$ cat src/logic/aesh_regs.svh
`ifndef AESH_REGS_SVH
`define AESH_REGS_SVH

`define AESH_OFS_PTR 8'h08
`define AESH_OFS_STATUS 8'h0C
`define AESH_OFS_IRQ_SET 8'h10
`define AESH_OFS_IRQ_CLR 8'h14
`define AESH_OFS_IRQ_MASK 8'h18
`define AESH_OFS_KEY 8'h20
`define AESH_OFS_IV 8'h40
`define AESH_OFS_DIN 8'h50
`define AESH_OFS_DOUT 8'h60
`define AESH_OFS_SEED 8'h70
`define AESH_OFS_CAP 8'hF8
`define AESH_OFS_REV 8'hFC

`define AESH_BIT_IN_READY 16
`define AESH_BIT_OUT_READY 0
`define AESH_POS_IPTR 0
`define AESH_POS_OPTR 4
`define AESH_POS_COUNTERMEASURE 8
`define AESH_POS_OPMODE 4
`define AESH_POS_KEYLEN 0
`define AESH_POS_VERSION 0
`define AESH_POS_VARIANT 16

`define AESH_RST_WORD 32'h0000_0000
`define AESH_RST_LFSR 32'h0000_0001
`define AESH_LFSR_POLY 32'h8020_0003

`endif

$ cat src/logic/aesh_pkg.sv
package aesh_pkg;

   typedef struct packed {
      logic [3:0][31:0] word;
      logic [3:0] filled;
      logic [1:0] ptr;
   } aesh_ibuf_st_t;

   typedef struct packed {
      logic [7:0][31:0] key;
      logic [3:0][31:0] iv;
      logic [3:0][31:0] obuf;
      logic [3:0] unread;
      logic [1:0] optr;
      logic mask_in;
      logic mask_out;
      logic out_ready;
      logic [31:0] rdata;
      logic irq;
   } aesh_top_st_t;

endpackage : aesh_pkg

$ cat src/logic/aesh_ibuf_if.sv
`timescale 1ns/1ps
interface aesh_ibuf_if;
   logic wr;
   logic [31:0] wdata;
   logic ptr_load;
   logic [1:0] ptr_val;
   logic take;
   logic [1:0] ptr;
   logic ready;
   logic [127:0] block;

   modport ctl (output wr, wdata, ptr_load, ptr_val, take, input ptr, ready, block);
   modport buf_side (input wr, wdata, ptr_load, ptr_val, take, output ptr, ready, block);
endinterface : aesh_ibuf_if

$ cat src/logic/aesh_ibuf.sv
`timescale 1ns/1ps
`include "aesh_regs.svh"
module aesh_ibuf (
   // clock and reset
   input wire logic ref_clk_i,
   input wire logic rst_n_i,
   // control side
   aesh_ibuf_if.buf_side ib
);
   aesh_pkg::aesh_ibuf_st_t st;
   aesh_pkg::aesh_ibuf_st_t next_st;

   always_comb begin
      next_st = st;
      if (ib.ptr_load) begin
         next_st.ptr = ib.ptr_val;
      end else if (ib.wr && !(&st.filled)) begin
         next_st.word[st.ptr] = ib.wdata;
         next_st.filled[st.ptr] = 1'b1;
         next_st.ptr = st.ptr + 2'd1;
      end
      if (ib.take && (&st.filled)) begin
         next_st.filled = 4'h0;
      end
   end

   always_ff @(posedge ref_clk_i) begin
      if (!rst_n_i) begin
         st <= '0;
      end else begin
         st <= next_st;
      end
   end

   assign ib.ptr = st.ptr;
   assign ib.ready = !(&st.filled);
   assign ib.block = st.word;
endmodule : aesh_ibuf

$ cat src/logic/aesh_deterministic_random_generator.sv
`timescale 1ns/1ps
`include "aesh_regs.svh"
module aesh_lfsr #(
   parameter logic [31:0] POLY = `AESH_LFSR_POLY
) (
   // clock and reset
   input wire logic ref_clk_i,
   input wire logic rst_n_i,
   // seed load
   input wire logic seed_wr_i,
   input wire logic [31:0] seed_i,
   // random word
   output logic [31:0] rnd_o
);
   typedef struct packed {
      logic [31:0] lfsr;
   } aesh_lfsr_st_t;

   aesh_lfsr_st_t st;
   aesh_lfsr_st_t next_st;

   always_comb begin
      next_st = st;
      if (seed_wr_i) begin
         // zero seed would lock the register, so bit 0 is forced
         next_st.lfsr = (seed_i == 32'h0000_0000) ? 32'h0000_0001 : seed_i;
      end else if (st.lfsr[0]) begin
         next_st.lfsr = (st.lfsr >> 1) ^ POLY;
      end else begin
         next_st.lfsr = st.lfsr >> 1;
      end
   end

   always_ff @(posedge ref_clk_i) begin
      if (!rst_n_i) begin
         st.lfsr <= `AESH_RST_LFSR;
      end else begin
         st <= next_st;
      end
   end

   assign rnd_o = st.lfsr;
endmodule : aesh_lfsr

$ cat src/logic/aesh_top.sv
`timescale 1ns/1ps
`include "aesh_regs.svh"
module aesh_top #(
   parameter logic [2:0] OPMODE_CAP = 3'd4,
   parameter logic [1:0] KEYLEN_CAP = 2'd0,
   parameter logic COUNTERMEASURE_CAP = 1'b1,
   // arbitrary value
   parameter logic [11:0] VERSION_NUM = 12'h0A5,
   // arbitrary value
   parameter logic [3:0] VARIANT_NUM = 4'h0
) (
   // clock and reset
   input wire logic ref_clk_i,
   input wire logic rst_n_i,
   // register port
   input wire logic reg_wr_i,
   input wire logic reg_rd_i,
   input wire logic [7:0] reg_addr_i,
   input wire logic [31:0] reg_wdata_i,
   output logic [31:0] reg_rdata_o,
   // cipher core side
   output logic [255:0] core_key_o,
   output logic [127:0] core_iv_o,
   output logic [127:0] core_in_block_o,
   output logic core_in_valid_o,
   input wire logic core_take_i,
   input wire logic core_done_i,
   input wire logic [127:0] core_result_i,
   output logic [31:0] core_rnd_o,
   // interrupt
   output logic irq_o
);
   ////////////////////////////////////////////////////////////////////////////
   aesh_pkg::aesh_top_st_t st;
   aesh_pkg::aesh_top_st_t next_st;
   aesh_ibuf_if ib ();

   logic wr_key;
   logic wr_iv;
   logic [2:0] key_idx;
   logic [1:0] iv_idx;
   logic in_flag;

   assign key_idx = reg_addr_i[4:2];
   assign iv_idx = reg_addr_i[3:2];
   assign wr_key = reg_wr_i && (reg_addr_i[7:5] == 3'(`AESH_OFS_KEY >> 5)) && (reg_addr_i[1:0] == 2'b00);
   assign wr_iv = reg_wr_i && (reg_addr_i[7:4] == 4'(`AESH_OFS_IV >> 4)) && (reg_addr_i[1:0] == 2'b00);

   ////////////////////////////////////////////////////////////////////////////
   // input buffer control
   always_comb begin
      ib.wr = reg_wr_i && (reg_addr_i == `AESH_OFS_DIN);
      ib.wdata = reg_wdata_i;
      ib.ptr_load = reg_wr_i && (reg_addr_i == `AESH_OFS_PTR);
      ib.ptr_val = reg_wdata_i[`AESH_POS_IPTR +: 2];
      ib.take = core_take_i;
   end

   aesh_ibuf u_ibuf (
      .ref_clk_i(ref_clk_i),
      .rst_n_i(rst_n_i),
      .ib(ib)
   );

   aesh_lfsr u_lfsr (
      .ref_clk_i(ref_clk_i),
      .rst_n_i(rst_n_i),
      .seed_wr_i(reg_wr_i && (reg_addr_i == `AESH_OFS_SEED)),
      .seed_i(reg_wdata_i),
      .rnd_o(core_rnd_o)
   );

   assign in_flag = ib.ready;

   ////////////////////////////////////////////////////////////////////////////
   // register state
   always_comb begin
      next_st = st;
      if (wr_key) begin
         next_st.key[key_idx] = reg_wdata_i;
      end
      if (wr_iv) begin
         next_st.iv[iv_idx] = reg_wdata_i;
      end
      if (reg_wr_i && (reg_addr_i == `AESH_OFS_IRQ_SET)) begin
         next_st.mask_in = st.mask_in | reg_wdata_i[`AESH_BIT_IN_READY];
         next_st.mask_out = st.mask_out | reg_wdata_i[`AESH_BIT_OUT_READY];
      end
      if (reg_wr_i && (reg_addr_i == `AESH_OFS_IRQ_CLR)) begin
         next_st.mask_in = st.mask_in & ~reg_wdata_i[`AESH_BIT_IN_READY];
         next_st.mask_out = st.mask_out & ~reg_wdata_i[`AESH_BIT_OUT_READY];
      end
      if (reg_wr_i && (reg_addr_i == `AESH_OFS_PTR)) begin
         next_st.optr = reg_wdata_i[`AESH_POS_OPTR +: 2];
      end
      // output port read
      next_st.rdata = `AESH_RST_WORD;
      if (reg_rd_i) begin
         case (reg_addr_i)
            `AESH_OFS_PTR: begin
               next_st.rdata[`AESH_POS_OPTR +: 2] = st.optr;
               next_st.rdata[`AESH_POS_IPTR +: 2] = ib.ptr;
            end
            `AESH_OFS_STATUS: begin
               next_st.rdata[`AESH_BIT_IN_READY] = in_flag;
               next_st.rdata[`AESH_BIT_OUT_READY] = st.out_ready;
            end
            `AESH_OFS_IRQ_MASK: begin
               next_st.rdata[`AESH_BIT_IN_READY] = st.mask_in;
               next_st.rdata[`AESH_BIT_OUT_READY] = st.mask_out;
            end
            `AESH_OFS_DOUT: begin
               next_st.rdata = st.obuf[st.optr];
               next_st.unread[st.optr] = 1'b0;
               next_st.optr = st.optr + 2'd1;
            end
            `AESH_OFS_CAP: begin
               next_st.rdata[`AESH_POS_COUNTERMEASURE] = COUNTERMEASURE_CAP;
               next_st.rdata[`AESH_POS_OPMODE +: 3] = OPMODE_CAP;
               next_st.rdata[`AESH_POS_KEYLEN +: 2] = KEYLEN_CAP;
            end
            `AESH_OFS_REV: begin
               next_st.rdata[`AESH_POS_VERSION +: 12] = VERSION_NUM;
               next_st.rdata[`AESH_POS_VARIANT +: 4] = VARIANT_NUM;
            end
            default: begin
               next_st.rdata = `AESH_RST_WORD;
            end
         endcase
      end
      if (st.out_ready && (next_st.unread == 4'h0)) begin
         next_st.out_ready = 1'b0;
      end
      // new result wins over a read in the same cycle
      if (core_done_i) begin
         next_st.obuf = core_result_i;
         next_st.unread = 4'hF;
         next_st.out_ready = 1'b1;
      end
      next_st.irq = (in_flag && next_st.mask_in) || (next_st.out_ready && next_st.mask_out);
   end

   always_ff @(posedge ref_clk_i) begin
      if (!rst_n_i) begin
         st <= '0;
      end else begin
         st <= next_st;
      end
   end

   ////////////////////////////////////////////////////////////////////////////
   assign reg_rdata_o = st.rdata;
   assign core_key_o = st.key;
   assign core_iv_o = st.iv;
   assign core_in_block_o = ib.block;
   assign core_in_valid_o = !ib.ready;
   assign irq_o = st.irq;
endmodule : aesh_top

$ cat config.mk
export PLATFORM = sky130hd
export DESIGN_NAME = aesh_top
export DESIGN_NICKNAME = d
export VERILOG_FILES = /design/src/logic/aesh_pkg.sv /design/src/logic/aesh_ibuf_if.sv /design/src/logic/aesh_ibuf.sv /design/src/logic/aesh_deterministic_random_generator.sv /design/src/logic/aesh_top.sv
export VERILOG_INCLUDE_DIRS = /design/src /design/src/logic
export SDC_FILE = /design/constraint.sdc
export NUM_CORES = 1
export LEC_CHECK = 0
export BUFFER_PORTS_ARGS = -buffer_cell sky130_fd_sc_hd__clkbuf_2
export CAP_MARGIN = 0
export CORE_ASPECT_RATIO = 0.9
export CORE_MARGIN = 5
export CORE_UTILIZATION = 33
export DETAILED_ROUTE_END_ITERATION = 10
export GPL_ROUTABILITY_DRIVEN = 1
export HOLD_SLACK_MARGIN = 0.03
export PLACE_DENSITY = 0.51
export SLEW_MARGIN = 20
export SYNTH_ARGS = -nofsm -noshare
export SYNTH_HDL_FRONTEND = slang
export SYNTH_SLANG_ARGS = --single-unit
$ cat constraint.sdc
create_clock -name ref_clk_i -period 2.5 [get_ports ref_clk_i]
set_clock_uncertainty 0.1 [all_clocks]
set_input_delay 0.5 -clock ref_clk_i [delete_from_list [all_inputs] [get_ports ref_clk_i]]
set_output_delay 0.5 -clock ref_clk_i [all_outputs]
set_load 0.01 [all_outputs]
; ---- Yosys cells after proc, flatten, opt, wreduce, memory -nomap -nowiden
; Cells that the tools add are included.
[word_totals]
reg_bits = 720
output_inout_bits = 578
elab_cells = 130
[op_classes]
n_eq_ne = 12
n_mux = 36
n_lt_le_gt_ge = 8
n_bitwise = 12
reduce_logical = 29
n_addsub = 2
[ops]
columns = cell, count
row1 = 128-bit bitwise mux, 2
row2 = 256-bit bitwise mux, 1
row3 = 32-bit two-way mux, 7
row4 = 32-bit demux with 2-bit select, 2
row5 = 32-bit demux with 3-bit select, 1
row6 = 32-bit binary-select mux with 2-bit select, 1
row7 = 32-bit zero test, 1
row8 = 8-bit by 5-bit equality test with 1-bit output (second input constant), 3
row9 = 8-bit by 7-bit equality test with 1-bit output (second input constant), 3
row10 = 1-bit logical AND, 18
row11 = 8-bit by 4-bit equality test with 1-bit output (second input constant), 2
row12 = 8-bit equality test (second input constant), 2
row13 = 6-bit two-way mux, 2
row14 = 2-bit two-way mux, 5
row15 = 2-bit by 3-bit less-than comparator with 1-bit output (second input constant), 3
row16 = 1-bit one-hot mux with 2 select lines, 4
row17 = 2-bit by 1-bit greater-or-equal comparator with 1-bit output (second input constant), 3
row18 = 2-bit one-hot mux with 3 select lines, 1
row19 = 1-bit one-hot mux with 5 select lines, 1
row20 = 2-bit by 1-bit adder with 2-bit output (second input constant), 2
row21 = 4-bit AND, 1
row22 = 1-bit demux with 2-bit select, 2
row23 = 4-bit by 3-bit equality test with 1-bit output (second input constant), 1
row24 = 4-bit zero test, 1
row25 = other kinds (21), 30

; ---- Depth between registers and ports, before layout
[depth]
word_depth = 14
mapped_depth = 8
ltp_nobuf = 6

; ---- Cells and area by module
; From an unflattened synthesis, not the netlist that was laid out.
[hier_totals]
cells_unflattened = 3635
area_unflattened_um2 = 31990.7
[by_module_without_submodules]
columns = mod, seq_area_each_um2, instances, area_each_um2, cells_per_inst
row1 = aesh_top, 11090.6, 1, 24153.2, 2764
row2 = aesh_ibuf, 2682.6, 1, 6520.0, 751
row3 = aesh_lfsr, 640.6, 1, 1317.5, 120

; ---- Worst setup path after synthesis
; OpenSTA, ideal clock, no wires.
[synth_timing]
path_type = input to register
from = input reg_addr_i[4]
to = register st (netlist bit irq_o)
path_slack_ns = 0.358
path_stages = 5
t_arrival_ns = 1.922
path_buffers = 1
path_cell_list = buf_6 -> or4b_1 -> or3_1 -> a221oi_2 -> o2bb2ai_1
[synth_via]
elab_chain_len = 9
word_cells_on_any_way = 16
[synth_lines]
columns = item, line_no
row1 = "start, declared", aesh_top.sv:18  ; input wire logic [7:0] reg_addr_i,
row2 = 8-bit by 7-bit equality test with 1-bit output, aesh_top.sv:99  ; case (reg_addr_i)
row3 = 6-bit two-way mux, aesh_top.sv:99
row4 = 6-bit two-way mux, aesh_top.sv:98  ; if (reg_rd_i) begin
row5 = 4-bit zero test, aesh_top.sv:131  ; if (st.out_ready && (next_st.unread == 4'h0)) begin
row6 = 1-bit logical AND, aesh_top.sv:131
row7 = 1-bit two-way mux, aesh_top.sv:131
row8 = 1-bit two-way mux, aesh_top.sv:135  ; if (core_done_i) begin
row9 = 1-bit logical AND, aesh_top.sv:140  ; next_st.irq = (in_flag && next_st.mask_in) || (next_st.out_ready && next_st.mask_out);
row10 = 1-bit logical OR *, aesh_top.sv:140
row11 = "end signal, assigned", aesh_top.sv:147  ; st <= next_st;
row12 = "end, declared", aesh_top.sv:34  ; aesh_pkg::aesh_top_st_t st;
; Mark *: on every way between the ends. The rest lies on a longest branch, timed or not.
; A chain may end at the register's enable or synchronous reset.

; ---- Final worst setup path
[layout_timing]
from = register u_ibuf.st[2] in the netlist's numbering
to = output core_in_valid_o
[layout_via]
elab_chain_len = 1
[layout_lines]
columns = item, line_no
row1 = "start, declared", aesh_ibuf.sv:10  ; aesh_pkg::aesh_ibuf_st_t st;
row2 = "start signal, assigned", aesh_ibuf.sv:31  ; st <= next_st;
row3 = 4-bit AND reduction, aesh_ibuf.sv:36  ; assign ib.ready = !(&st.filled);
row4 = "end, declared", aesh_top.sv:25  ; output logic core_in_valid_o,
; No other way between the ends.

==> metrics <==
Synth cell types=56; Worst-Margin Slew=0.503 ns; final-report hold violation count=0; design area=37700 um2; period utilization=91.7%; WL/cell=22.1 um; max incr delay on CP=0.38 ns; FF-to-FF End=reg_rdata_o[0]; Clock Tree Root=clkbuf_16; status=completed; Post-synth EDFFs=0; slowest cell on the critical path=dfxtp_1; largest area contributor in the netlist=dfxtp_1; area of the die=104000 um2; Post-Synth Adder-Cell Area=0.309%; hold path cells=3; Async SR Flop Fraction=0%; Port Buffer Count=751; clk_lat worst skew=0.65 ns; Worst setup SP type=flop; share of layout cells above drive strength 1=27.4%; Post-DRT Antenna Nets=0; critical path type=reg -> out; simple-gate portion of the synthesized area=17.2%; vias per cell=4.53; compound-cell area share of the yosys netlist=9.79%; endpoint class of the critical path=primary output; path depth of the worst reg2reg path=4; global route overflow=0; worst-path fanout max=3; Cell Area, Synth=32400 um2; antenna violations before repair=12; core box area=97800 um2; final net count=3927; multi-input logic area=12500 um2; # IOs=752; Placer Congestion=0.770; total number of yosys warnings=0; Rows=109; P per Cell Area=674 nW/um2; # Max-Cap Violations=0; R2R setup slack=0.75 ns; largest family of logic cells by synthesized area=simple AND/OR/NAND/NOR gates; fin crit period=2.29 ns; GRT Util Overall=20.7%; Hold Crit Class=in -> reg; Synth area leaders=dfxtp_1, buf_4, mux2i_1; commonest cells in the synthesized netlist=nand2_1, dfxtp_1, buf_4; Bufs on Longest Clock Path=3; Final Routed Wirelength=113000 um; Layout area overhead=16.3%; Worst-path clk slew=0.06 ns; detailed-placement wirelength estimate=77700 um; fin. max-slew vios=0; Synth Area in XOR/XNOR=0.0812%; sequential element share of the synthesized area=44.5%; Hold Path Sink=u_ibuf.st[2]; H-tree Lvls=3; first-pass GRT wire length=161000 um; Critical R2R Launch=st[36]; Synth Flop Type=dfxtp_1; Max VDD drop=0.495 mV; Filler cells=9833; Post-Layout Cell Count=5091; Pre-Repair DR Iteration Count=5; min-delay src=core_take_i; number of gates resized after cts=0; DRC=0; Net Count, Synth=3666; die width=340 um; Initial Utilization=33.1%; Post-Syn Instances=3484; CTS Sinks=720; top-count cell post-synth=nand2_1; CTS Buf Count=83; vias=23100; register area=14400 um2; cell count after placement=4808; number of global-route vias before repair=22600; FF+latch count, synth=720; Die Ht=307 um; Avg Cell Area, Syn=9.29 um2; Initial DRC Count=1401; unrepaired setup endpoints after global routing=no; Achievable Freq=436 MHz; CP arrival=1.69 ns; worst rel slew slack=66.2%; final setup fails=0; largest net degree at the start of global routing=102; Yosys top cell area share=44.5%; CTS tree=yes; Worst EP required=1.90 ns; crit-path cells=nand4_1, inv_1, clkbuf_2; multiplexer fraction of the synthesized cell area=11.3%; LEAKAGE=16.4 nW; Area after DPL=33700 um2
-- registers in the layout (all words and copies together), names as in the netlist --
| name | flops |
|---|---|
| st | 137 |
| core_iv_o | 128 |
| u_ibuf.ib.ptr | 2 |
| reg_rdata_o | 32 |
| u_ibuf.ib.block | 128 |
| core_key_o | 256 |
| u_lfsr.rnd_o | 32 |
| u_ibuf.st | 4 |
| irq_o | 1 |
-- routing by layer --
| layer | part of all wire (%) | wire (um) | global-route usage, % | vias to the layer above |
|---|---|---|---|---|
| met5 | 0.018 | 20 | 0 | - |
| met3 | 7.4 | 8290 | 6.07 | 170 |
| met4 | 3.3 | 3770 | 6.44 | 4 |
| li1 | - | - | - | 11300 |
| met2 | 48 | 53600 | 34.9 | 694 |
| met1 | 42 | 46900 | 25.5 | 10900 |
-- how the worst max path moves through the flow --
stage | startpoint | endpoint | slack, ns | depth (start not counted)
finish | u_ibuf.st[2] | core_in_valid_o | 0.21 | 3
CTS | u_ibuf.st[2] | core_in_valid_o | 0.09 | 3
global placement | reg_addr_i[7] | core_key_o[177] | -0.003 | 6
global route | u_ibuf.st[4] | core_in_valid_o | 0.06 | 3
detailed placement | reg_addr_i[7] | core_key_o[176] | -0.02 | 6
floorplan | reg_addr_i[4] | irq_o | 0.36 | 5
-- timing repair --
action,in CTS,in global routing
buffers inserted,0,0
hold buffers,128,0
hold endpoints to repair,128,0
-- cell type report --
| cell class | instances | share of cell area, % |
|---|---|---|
| diodes | 3 | 0.0199 |
| clock buffers | 131 | 6.66 |
| clock inverters | 21 | 0.551 |
| inverters | 16 | 0.159 |
| multi-input cells | 1933 | 33.3 |
| flip-flops and latches | 720 | 38.3 |
| well taps | 1276 | 4.24 |
| repair buffers | 991 | 16.8 |
-- cells in the final DEF, fill, tap and decap left out, types with 35 or more instances in the layout --
| cell type | netlist | final |
|---|---|---|
| nor2b_1 | 313 | 313 |
| dlygate4sd3_1 | 0 | 128 |
| dfxtp_1 | 720 | 718 |
| clkbuf_16 | 0 | 85 |
| a21boi_1 | 239 | 239 |
| a21boi_0 | 149 | 149 |
| mux2i_1 | 292 | 292 |
| nand2_1 | 777 | 777 |
| buf_12 | 0 | 35 |
| clkbuf_2 | 0 | 749 |
| buf_4 | 552 | 77 |
-- per-stage QoR --
| step | power [mW] | setup TNS [ns] | util, % | setup WS [ns] | hold slack (ns) |
|---|---|---|---|---|---|
| final | 25.4 | 0 | 38.5 | 0.207 | 0.136 |
| after global routing | 26.3 | 0 | 38.5 | 0.0615 | 0.121 |
| after CTS | 25.7 | 0 | 38.5 | 0.0941 | 0.0889 |
| after detailed placement | 13.4 | -0.164 | 34.4 | -0.0151 | 0.345 |
| after global placement | 13.4 | -0.0102 | 34.4 | -0.00291 | 0.336 |
| after floorplan | 12.7 | 0 | - | 0.358 | 0.331 |
-- cell families after synthesis --
group                      Yosys count
DFF                                720
and+or+nand+nor                   1174
muxes                              325
adders and majority gates            8
AOI/OAI and AO/OA                  423
buffers and inverters              831
xor gates and xnor gates             3
-- critical path, delay by kind of cell, from the launching register on --
kind          cells  cell delay (ns)
buf+inv           2             0.48
flops             1             0.38
simple gates      1             0.19
-- power by group --
part | internal (mW) | switching, mW | leakage, nW
Sequential | 11.6 | 0.0988 | 5.83
Combinational | 0.700 | 0.832 | 9.19
Clock | 7.10 | 5.01 | 1.33
Note: power is estimated with default switching activity, not from simulation.
